--- src/pkg/pss_consts.vh ---
// register map, field positions, reset values and timing counts of the proximity sequencer
`ifndef PSS_CONSTS_VH
`define PSS_CONSTS_VH

// register byte offsets
`define PSS_ADDR_CTRL 8'h00
`define PSS_ADDR_COMP 8'h04
`define PSS_ADDR_STAT 8'h08
`define PSS_ADDR_RAW 8'h0C
`define PSS_ADDR_THR 8'h10

// control register fields
`define PSS_PERIOD_LSB 0
`define PSS_PERIOD_MSB 7
`define PSS_SENSOR_BIT 8
`define PSS_SHIELD_BIT 9
`define PSS_GAIN_LSB 10
`define PSS_GAIN_MSB 12
`define PSS_BOOST_BIT 13
`define PSS_FREQ_LSB 14
`define PSS_FREQ_MSB 15
`define PSS_IMMUN_BIT 16
`define PSS_CTRL_MSB 16

// compensation request and status fields
`define PSS_COMP_REQ_BIT 0
`define PSS_STAT_NEAR_BIT 0
`define PSS_STAT_PEND_BIT 1
`define PSS_STAT_BUSY_BIT 2

// reset values
`define PSS_CTRL_RST 17'h00000
`define PSS_THR_RST 12'h800

// code width of the shared converter
`define PSS_RAW_W 12

// timing: one scan period unit
`define PSS_CLK_MHZ 100
`define PSS_SCAN_UNIT_US 1000
`define PSS_SCAN_UNIT_CYC (`PSS_SCAN_UNIT_US * `PSS_CLK_MHZ)

`endif

--- src/rtl/pss_adc_arbiter.v ---
// converter ownership arbiter between touch and proximity users
`timescale 1ns/1ns
module pss_adc_arbiter (
  // clock and reset
  input wire sys_clk,
  input wire rstn,
  // requests
  input wire touch_req,
  input wire prox_req,
  // grants
  output reg touch_gnt,
  output reg prox_gnt
);
  // a grant is held until its owner drops the request; touch wins a tie
  always @(posedge sys_clk) begin
    if (!rstn) begin
      touch_gnt <= 1'b0;
      prox_gnt <= 1'b0;
    end else if (touch_gnt) begin
      touch_gnt <= touch_req;
    end else if (prox_gnt) begin
      prox_gnt <= prox_req;
    end else if (touch_req) begin
      touch_gnt <= 1'b1;
    end else if (prox_req) begin
      prox_gnt <= 1'b1;
    end
  end
endmodule // pss_adc_arbiter

--- src/rtl/pss_scan_timer.v ---
// scan period timer producing one wake pulse per programmed period
`timescale 1ns/1ns
module pss_scan_timer #(
  parameter UNIT_CYCLES = 100000,
  parameter CNT_W = 20,
  parameter PER_W = 8
) (
  // clock and reset
  input wire sys_clk,
  input wire rstn,
  // control
  input wire [PER_W-1:0] period,
  input wire restart,
  // event
  output reg wake
);
  localparam [31:0] UNIT_LAST_W = UNIT_CYCLES - 1;
  localparam [CNT_W-1:0] UNIT_LAST = UNIT_LAST_W[CNT_W-1:0];
  localparam [PER_W-1:0] PER_ONE = {{(PER_W-1){1'b0}}, 1'b1};

  reg [CNT_W-1:0] unit_reg;
  reg [PER_W-1:0] per_reg;
  wire unit_tick;

  assign unit_tick = (unit_reg == UNIT_LAST);

  always @(posedge sys_clk) begin
    if (!rstn || restart || period == {PER_W{1'b0}}) begin
      unit_reg <= {CNT_W{1'b0}};
      per_reg <= {PER_W{1'b0}};
      wake <= 1'b0;
    end else begin
      wake <= 1'b0;
      if (unit_tick) begin
        unit_reg <= {CNT_W{1'b0}};
        if (per_reg == period - PER_ONE) begin
          per_reg <= {PER_W{1'b0}};
          wake <= 1'b1;
        end else begin
          per_reg <= per_reg + PER_ONE;
        end
      end else begin
        unit_reg <= unit_reg + {{(CNT_W-1){1'b0}}, 1'b1};
      end
    end
  end
endmodule // pss_scan_timer

--- src/rtl/pss_sequencer.v ---
// proximity sense sequencer top: register slave, scan sequencing, compensation control
//
// Decided for this implementation: the AHB-Lite slave port and the placing of the registers.
`timescale 1ns/1ns
`include "pss_consts.vh"

// What this block does
// - idle between scans; wake once per scan period for one sample.
// - sensor select drives top layer or second auxiliary pin as electrode.
// - shield select drives bottom layer or third auxiliary pin as shield.
// - each acquisition stores a 12-bit unsigned raw capacitance code.
// - processing reduces the raw code to one near/far flag.
// - the sequencer itself issues compensation and measurement start requests.
// - converter is shared with touch; only one user holds it.
// - compensation measures environment once, subtracted until next compensation.
// - five request sources each set the pending-compensation flag.
// - pending flag clears only after compensation fully completes.
// - frequency field sets the sensing frequency; host keeps it high.
// - high-immunity option runs the front-end in noise immune mode.
// - zero scan period starts no new scan; one already under way runs to its end.
// - writing a nonzero scan period from zero requests compensation.
// - host may request compensation any time over the register bus.
// - pending compensation runs at scan start, before the raw measurement.
module pss_sequencer #(
  parameter SCAN_UNIT_CYCLES = `PSS_SCAN_UNIT_CYC
) (
  // clock and reset
  input wire sys_clk,
  input wire rstn,
  // ahb-lite slave
  input wire hsel,
  input wire [31:0] haddr,
  input wire [1:0] htrans,
  input wire hwrite,
  input wire [2:0] hsize,
  input wire hready,
  input wire [31:0] hwdata,
  output wire hreadyout,
  output wire hresp,
  output reg [31:0] hrdata,
  // compensation requests from the processing stage
  input wire drift_comp_req,
  input wire periodic_comp_req,
  input wire stuck_comp_req,
  // converter sharing with touch
  input wire touch_adc_req,
  output wire touch_adc_gnt,
  // analog front-end and converter
  output wire afe_comp_start,
  input wire afe_comp_done,
  output wire afe_conv_start,
  input wire adc_done,
  input wire [`PSS_RAW_W-1:0] adc_data,
  // electrode routing and front-end settings
  output reg sense_top_en,
  output reg sense_second_auxiliary_pin_en,
  output reg shield_bottom_en,
  output reg shield_third_auxiliary_pin_en,
  output reg [2:0] afe_gain,
  output reg afe_boost,
  output reg [1:0] afe_freq,
  output reg afe_high_immunity,
  // status
  output wire near_far_flag,
  output wire compensation_pending_flag,
  output wire prox_busy,
  output wire [`PSS_RAW_W-1:0] raw_capacitance_code
);
  localparam [2:0] ST_IDLE = 3'h0;
  localparam [2:0] ST_ARB = 3'h1;
  localparam [2:0] ST_COMP = 3'h2;
  localparam [2:0] ST_COMPW = 3'h3;
  localparam [2:0] ST_CONV = 3'h4;
  localparam [2:0] ST_CONVW = 3'h5;
  localparam [2:0] ST_PROC = 3'h6;

  // bus address phase capture
  reg dph_wr_reg;
  reg [7:0] dph_addr_reg;
  wire aph_valid;
  wire [7:0] aph_addr;

  // registers
  reg [`PSS_CTRL_MSB:0] ctrl_reg;
  reg [`PSS_RAW_W-1:0] thr_reg;
  reg [`PSS_RAW_W-1:0] raw_reg;
  reg near_reg;
  reg pend_reg;
  reg pend_next;
  reg late_req_reg;
  reg wake_pend_reg;
  reg [2:0] state_reg;
  reg [2:0] state_next;
  reg [31:0] rd_mux;

  wire [7:0] period;
  wire ctrl_wr;
  wire host_comp;
  wire startup_comp;
  wire comp_set;
  wire comp_clr;
  wire wake;
  wire prox_gnt;
  wire prox_req;
  wire active_next;

  assign hreadyout = 1'b1;
  assign hresp = 1'b0;
  assign aph_valid = hsel & htrans[1] & hready;
  assign aph_addr = {haddr[7:2], 2'b00};

  assign period = ctrl_reg[`PSS_PERIOD_MSB:`PSS_PERIOD_LSB];
  assign ctrl_wr = dph_wr_reg & (dph_addr_reg == `PSS_ADDR_CTRL);
  assign host_comp = dph_wr_reg & (dph_addr_reg == `PSS_ADDR_COMP) &
                     hwdata[`PSS_COMP_REQ_BIT];
  assign startup_comp = ctrl_wr & (period == 8'h00) &
                        (hwdata[`PSS_PERIOD_MSB:`PSS_PERIOD_LSB] != 8'h00);
  assign comp_set = host_comp | startup_comp | drift_comp_req |
                    periodic_comp_req | stuck_comp_req;
  assign comp_clr = (state_reg == ST_COMPW) & afe_comp_done & ~late_req_reg;

  assign afe_comp_start = (state_reg == ST_COMP);
  assign afe_conv_start = (state_reg == ST_CONV);
  assign prox_req = (state_reg != ST_IDLE);
  assign prox_busy = prox_req;
  assign near_far_flag = near_reg;
  assign compensation_pending_flag = pend_reg;
  assign raw_capacitance_code = raw_reg;

  pss_scan_timer #(
    .UNIT_CYCLES(SCAN_UNIT_CYCLES),
    .CNT_W(20),
    .PER_W(8)
  ) u_timer (
    .sys_clk(sys_clk),
    .rstn(rstn),
    .period(period),
    .restart(ctrl_wr),
    .wake(wake)
  );

  pss_adc_arbiter u_arb (
    .sys_clk(sys_clk),
    .rstn(rstn),
    .touch_req(touch_adc_req),
    .prox_req(prox_req),
    .touch_gnt(touch_adc_gnt),
    .prox_gnt(prox_gnt)
  );

  // bus: capture address phase, write in data phase
  always @(posedge sys_clk) begin
    if (!rstn) begin
      dph_wr_reg <= 1'b0;
      dph_addr_reg <= 8'h00;
    end else if (hready) begin
      dph_wr_reg <= aph_valid & hwrite;
      dph_addr_reg <= aph_addr;
    end
  end

  always @(posedge sys_clk) begin
    if (!rstn) begin
      ctrl_reg <= `PSS_CTRL_RST;
      thr_reg <= `PSS_THR_RST;
    end else if (dph_wr_reg) begin
      if (dph_addr_reg == `PSS_ADDR_CTRL) begin
        ctrl_reg <= hwdata[`PSS_CTRL_MSB:0];
      end else if (dph_addr_reg == `PSS_ADDR_THR) begin
        thr_reg <= hwdata[`PSS_RAW_W-1:0];
      end
    end
  end

  // read data is registered at the address phase, so a read right after
  // a write to the same register still returns the old value
  always @* begin
    rd_mux = 32'h00000000;
    if (aph_addr == `PSS_ADDR_CTRL) begin
      rd_mux[`PSS_CTRL_MSB:0] = ctrl_reg;
    end else if (aph_addr == `PSS_ADDR_STAT) begin
      rd_mux[`PSS_STAT_NEAR_BIT] = near_reg;
      rd_mux[`PSS_STAT_PEND_BIT] = pend_reg;
      rd_mux[`PSS_STAT_BUSY_BIT] = prox_busy;
    end else if (aph_addr == `PSS_ADDR_RAW) begin
      rd_mux[`PSS_RAW_W-1:0] = raw_reg;
    end else if (aph_addr == `PSS_ADDR_THR) begin
      rd_mux[`PSS_RAW_W-1:0] = thr_reg;
    end
  end

  always @(posedge sys_clk) begin
    if (!rstn) begin
      hrdata <= 32'h00000000;
    end else if (aph_valid & ~hwrite) begin
      hrdata <= rd_mux;
    end
  end

  // a request landing while a compensation runs was not served by it,
  // so the flag must survive that compensation and wait for the next scan
  always @(posedge sys_clk) begin
    if (!rstn) begin
      late_req_reg <= 1'b0;
    end else if (state_reg == ST_COMP || state_reg == ST_COMPW) begin
      late_req_reg <= late_req_reg | comp_set;
    end else begin
      late_req_reg <= 1'b0;
    end
  end

  // pending compensation: a new request in the clearing cycle wins
  always @* begin
    pend_next = pend_reg;
    if (comp_set) begin
      pend_next = 1'b1;
    end else if (comp_clr) begin
      pend_next = 1'b0;
    end
  end

  // wake request survives until the sequencer leaves idle
  always @(posedge sys_clk) begin
    if (!rstn || period == 8'h00) begin
      wake_pend_reg <= 1'b0;
    end else if (wake) begin
      wake_pend_reg <= 1'b1;
    end else if (state_reg == ST_IDLE && state_next == ST_ARB) begin
      wake_pend_reg <= 1'b0;
    end
  end

  always @* begin
    state_next = state_reg;
    case (state_reg)
      ST_IDLE: begin
        if (wake_pend_reg && period != 8'h00) begin
          state_next = ST_ARB;
        end
      end
      ST_ARB: begin
        if (prox_gnt) begin
          if (pend_reg) begin
            state_next = ST_COMP;
          end else begin
            state_next = ST_CONV;
          end
        end
      end
      ST_COMP: begin
        state_next = ST_COMPW;
      end
      ST_COMPW: begin
        if (afe_comp_done) begin
          state_next = ST_CONV;
        end
      end
      ST_CONV: begin
        state_next = ST_CONVW;
      end
      ST_CONVW: begin
        if (adc_done) begin
          state_next = ST_PROC;
        end
      end
      ST_PROC: begin
        state_next = ST_IDLE;
      end
      default: begin
        state_next = ST_IDLE;
      end
    endcase
  end

  always @(posedge sys_clk) begin
    if (!rstn) begin
      state_reg <= ST_IDLE;
      pend_reg <= 1'b0;
      raw_reg <= {`PSS_RAW_W{1'b0}};
      near_reg <= 1'b0;
    end else begin
      state_reg <= state_next;
      pend_reg <= pend_next;
      if (state_reg == ST_CONVW && adc_done) begin
        raw_reg <= adc_data;
      end
      if (state_reg == ST_PROC) begin
        near_reg <= (raw_reg > thr_reg);
      end
    end
  end

  // electrodes are routed whenever the sequencer is out of idle, including while it waits in ST_ARB for the grant
  assign active_next = (state_next != ST_IDLE);

  always @(posedge sys_clk) begin
    if (!rstn) begin
      sense_top_en <= 1'b0;
      sense_second_auxiliary_pin_en <= 1'b0;
      shield_bottom_en <= 1'b0;
      shield_third_auxiliary_pin_en <= 1'b0;
      afe_gain <= 3'h0;
      afe_boost <= 1'b0;
      afe_freq <= 2'h0;
      afe_high_immunity <= 1'b0;
    end else begin
      sense_top_en <= active_next & ~ctrl_reg[`PSS_SENSOR_BIT];
      sense_second_auxiliary_pin_en <= active_next & ctrl_reg[`PSS_SENSOR_BIT];
      shield_bottom_en <= active_next & ~ctrl_reg[`PSS_SHIELD_BIT];
      shield_third_auxiliary_pin_en <= active_next & ctrl_reg[`PSS_SHIELD_BIT];
      afe_gain <= ctrl_reg[`PSS_GAIN_MSB:`PSS_GAIN_LSB];
      // boost has no effect with the touchscreen layer as sensor
      afe_boost <= ctrl_reg[`PSS_BOOST_BIT] & ctrl_reg[`PSS_SENSOR_BIT];
      afe_freq <= ctrl_reg[`PSS_FREQ_MSB:`PSS_FREQ_LSB];
      afe_high_immunity <= ctrl_reg[`PSS_IMMUN_BIT];
    end
  end
endmodule // pss_sequencer

--- config.mk ---
export PLATFORM = sky130hd
export DESIGN_NAME = pss_sequencer
export DESIGN_NICKNAME = d
export VERILOG_FILES = /design/src/rtl/pss_adc_arbiter.v /design/src/rtl/pss_scan_timer.v /design/src/rtl/pss_sequencer.v
export VERILOG_INCLUDE_DIRS = /design/src /design/src/pkg
export SDC_FILE = /design/constraint.sdc
export NUM_CORES = 1
export LEC_CHECK = 0
export ABC_AREA = 0
export CELL_PAD_IN_SITES_DETAIL_PLACEMENT = 0
export CELL_PAD_IN_SITES_GLOBAL_PLACEMENT = 1
export CORE_MARGIN = 3
export CORE_UTILIZATION = 47
export DETAILED_ROUTE_END_ITERATION = 16
export DONT_BUFFER_PORTS = 1
export GPL_ROUTABILITY_DRIVEN = 0
export PLACE_DENSITY_LB_ADDON = 0.1
export SETUP_SLACK_MARGIN = 0.5
export SKIP_LAST_GASP = 1
export SYNTH_ARGS = -nofsm -noshare
export SYNTH_HDL_FRONTEND = slang
export SYNTH_SLANG_ARGS = --single-unit
--- constraint.sdc ---
create_clock -name sys_clk -period 2.85 [get_ports sys_clk]
set_clock_uncertainty 0.05 [all_clocks]
set_input_delay 0.855 -clock sys_clk [delete_from_list [all_inputs] [get_ports sys_clk]]
set_output_delay 0.855 -clock sys_clk [all_outputs]
set_load 0.01 [all_outputs]
==> impl_metrics.tcl <==
set metrics [dict create \
    grt_pass1_wl_um 20300 \
    timing.fmax_mhz 454 \
    critPathMaxStageDelay_ns 0.49 \
    fp.dieArea_um2 12800 \
    p_int_mw 3.05 \
    power_density_nw_per_um2 627 \
    fin_cells 739 \
    cp-end-kind "output port" \
    post_drt_wl_per_cell_um 16.8 \
    synth_seq_cells 114 \
    crit_chain "nor3b_1" \
    tns_ns 0 \
    io_pins 155 \
    via_per_inst 5.51 \
    slew_viol_final 0 \
    reg2reg_from "ctrl_reg[2]$_SDFFE_PN0P_" \
    required_ns 1.95 \
    die_width_um 113 \
    period_share 0.772 \
    first_pass_iters 5 \
    crit_path_start_kind "register" \
    port_buffers 0 \
    cpLargestDelayFamily "flip-flops" \
    largest_register_ffs 20 \
    cts_tree "built" \
    fin_area_um2 6040 \
    fin_nets 696 \
    initial_core_util 0.489 \
    hold_viol 0 \
    cts-root-buf "clkbuf_16" \
    startpoint "state_reg[2]$_SDFF_PN0_" \
    setup_viol 0 \
    placed_area_um2 5450 \
    outcome "complete, no violations" \
    async_reset_ff_frac 0 \
    via_count 4069 \
    syn_inst 591 \
    fin_crit_ns 2.20 \
    grt_max_degree 84 \
    cap_violations 0 \
    cts.clk_slew.worst_paths_ns 0.05 \
    synth-seq-area-share 0.423 \
    p_clk_frac 0.549 \
    diodes 0 \
    power.switching_uw 731 \
    tightest_slew_ns 0.813 \
    clock-sinks 114 \
    crit_fanout 11 \
    placementRows 38 \
    drive_gt1_frac 0.0801 \
    avgSynthCellArea_um2 9.12 \
    hp-class "reg -> reg" \
    rsz0062_at_grt "no" \
    seqPwrFrac 0.429 \
    crit_type "reg -> out" \
    h-tree-depth 4 \
    yosys_warnings 0 \
    rrSetupSlack_ns 0.77 \
    worstPathArrival_ns 1.30 \
    syn_area_um2 5390 \
    synth_edf_count 0 \
    grt_overflow_total 0 \
    hold_buffers 0 \
    area_delta_synth_final_pct 12.0 \
    relSlewSlack 0.456 \
    cp_num_buf_inv 0 \
    grt_pass1_vias 3878 \
    synthDistinctLibCells 58 \
    cts_buffers 17 \
    vdd.ir_drop.worst_mv 0.716 \
    min_from "u_timer.unit_reg[0]$_SDFF_PP0_" \
    remaining_drc_errors 0 \
    wl_um 12400 \
    power_mw 3.78 \
    grtUsageTotal 0.202 \
    dp.cells 709 \
    drt_iter0_markers 271 \
    dpl.hpwl_um 8840 \
    antenna_found_initial 0 \
    antenna_left 0 \
    hold-worst-slack_ns 0.397 \
    swShare 0.193 \
    dieHeight_um 113 \
    cts_buffer_depth 2 \
    num-fill-cells 995 \
    p_leak_nw 2.19 \
    synth_flop_cell "dfxtp_1" \
    core_area_um2 11000 \
    clock_latency_ns 0.41 \
    power_frac_comb 0.022 \
    slowest_stage "dfxtp_1" \
]
[worst paths after layout]
path | end | cells past startpoint
worst max register to register | u_timer.per_reg[0]$_SDFFE_PP0N_ | 6
worst min register to register | u_timer.unit_reg[0]$_SDFF_PP0_ | 1
worst max-delay path | afe_conv_start | 1
worst min-delay path | u_timer.unit_reg[0]$_SDFF_PP0_ | 1
[worst register-to-register path: cells and delay by family, from the launching register on]
kind / cells / cell delay (ns)
AOI/OAI and AO/OA: 1 / 0.11
DFF: 1 / 0.37
and+or+nand+nor: 5 / 1.48
[layout make-up]
type                    count  area (µm²)  share of cell area
clock inverters             6         105              0.0174
well taps                 140         175              0.0290
inverters                  23        86.3              0.0143
repair buffers              8        60.1             0.00995
flip-flops and latches    114        2280               0.378
clock buffers              24         472              0.0782
multi-input cells         424        2850               0.473
[synthesized netlist by cell type (all sizes together) (15+ instances only)]
| library cell | number | area [µm²] |
|---|---|---|
| dfxtp | 114 | 2280 |
| nor2b | 53 | 332 |
| nand2 | 48 | 180 |
| nor2 | 46 | 180 |
| mux2i | 34 | 340 |
| buf | 24 | 161 |
| inv | 23 | 86.3 |
| clkbuf | 21 | 80.1 |
| xor2 | 19 | 166 |
| ha | 16 | 200 |
| xnor2 | 15 | 131 |
[metal layers]
metal  up-vias  share of wire  track usage  wire length (µm)
met4         0         0.0075       0.0585                93
met3        10          0.086       0.0797              1070
met5         -              0            0                 0
li1       2019              -            -                 -
met2       142           0.43        0.286              5330
met1      1898           0.48        0.284              5930
[metrics by stage]
stage / util / worst slack, ns
floorplan: - / 0.539
global placement: 0.494 / 0.373
detailed placement: 0.494 / 0.353
CTS: 0.547 / 0.589
global route: 0.547 / 0.559
finish: 0.547 / 0.649
[cells in the final DEF, fill, tap and decap left out, types with 3 or more instances in the layout]
cell	netlist	routed
xor2_1	19	19
nand4_1	11	11
xnor2_1	15	15
nand2b_1	4	3
nor2b_1	53	53
dfxtp_1	114	113
conb_1	2	17
clkbuf_16	0	17
nor2_1	45	45
buf_4	17	8
ha_1	16	16
o221ai_1	3	3
bufinv_16	0	3
a21o_1	5	5
a222oi_1	9	9
clkbuf_1	20	5
nor4_1	7	6
a31oi_1	5	5
a21boi_0	14	14
inv_1	23	23
mux2i_1	34	34
a22oi_1	5	5
o21ai_0	8	8
a21oi_1	13	13
or4_1	3	3
o21a_1	3	3
and3_1	5	5
and2_1	12	12
clkinv_2	0	3
and4_1	3	3
nand2_1	48	48
nor3_1	12	11
nand3_1	12	12
a22o_1	9	9
nor3b_1	5	5
[power by group through the flow]
stage | combinational (mW) | clock (mW) | sequential (mW)
after floorplan | 0.101 | 0 | 1.65
after global placement | 0.0813 | 0 | 1.65
after detailed placement | 0.0825 | 0 | 1.65
after CTS | 0.0826 | 2.13 | 1.62
after global routing | 0.0926 | 2.20 | 1.62
final | 0.0828 | 2.08 | 1.62
[logic make-up (layout without fill, tap and decap cells)]
family,after synthesis,count (layout),synth area share
AOI/OAI and AO/OA,89,89,0.122
xor gates and xnor gates,34,34,0.0553
adders and majority gates,16,16,0.0371
buffers and inverters,68,61,0.0608
DFF,114,114,0.423
muxes,34,34,0.0632
other,2,17,0.00139
and+or+nand+nor,234,234,0.236
[timing repair]
item	4_1_cts	5_1_grt
pin swaps	0	0
setup buffers	0	0
setup endpoints to repair	20	21
resized for setup	1	2
cloned	0	0
Power figures use the tool's default switching activity.
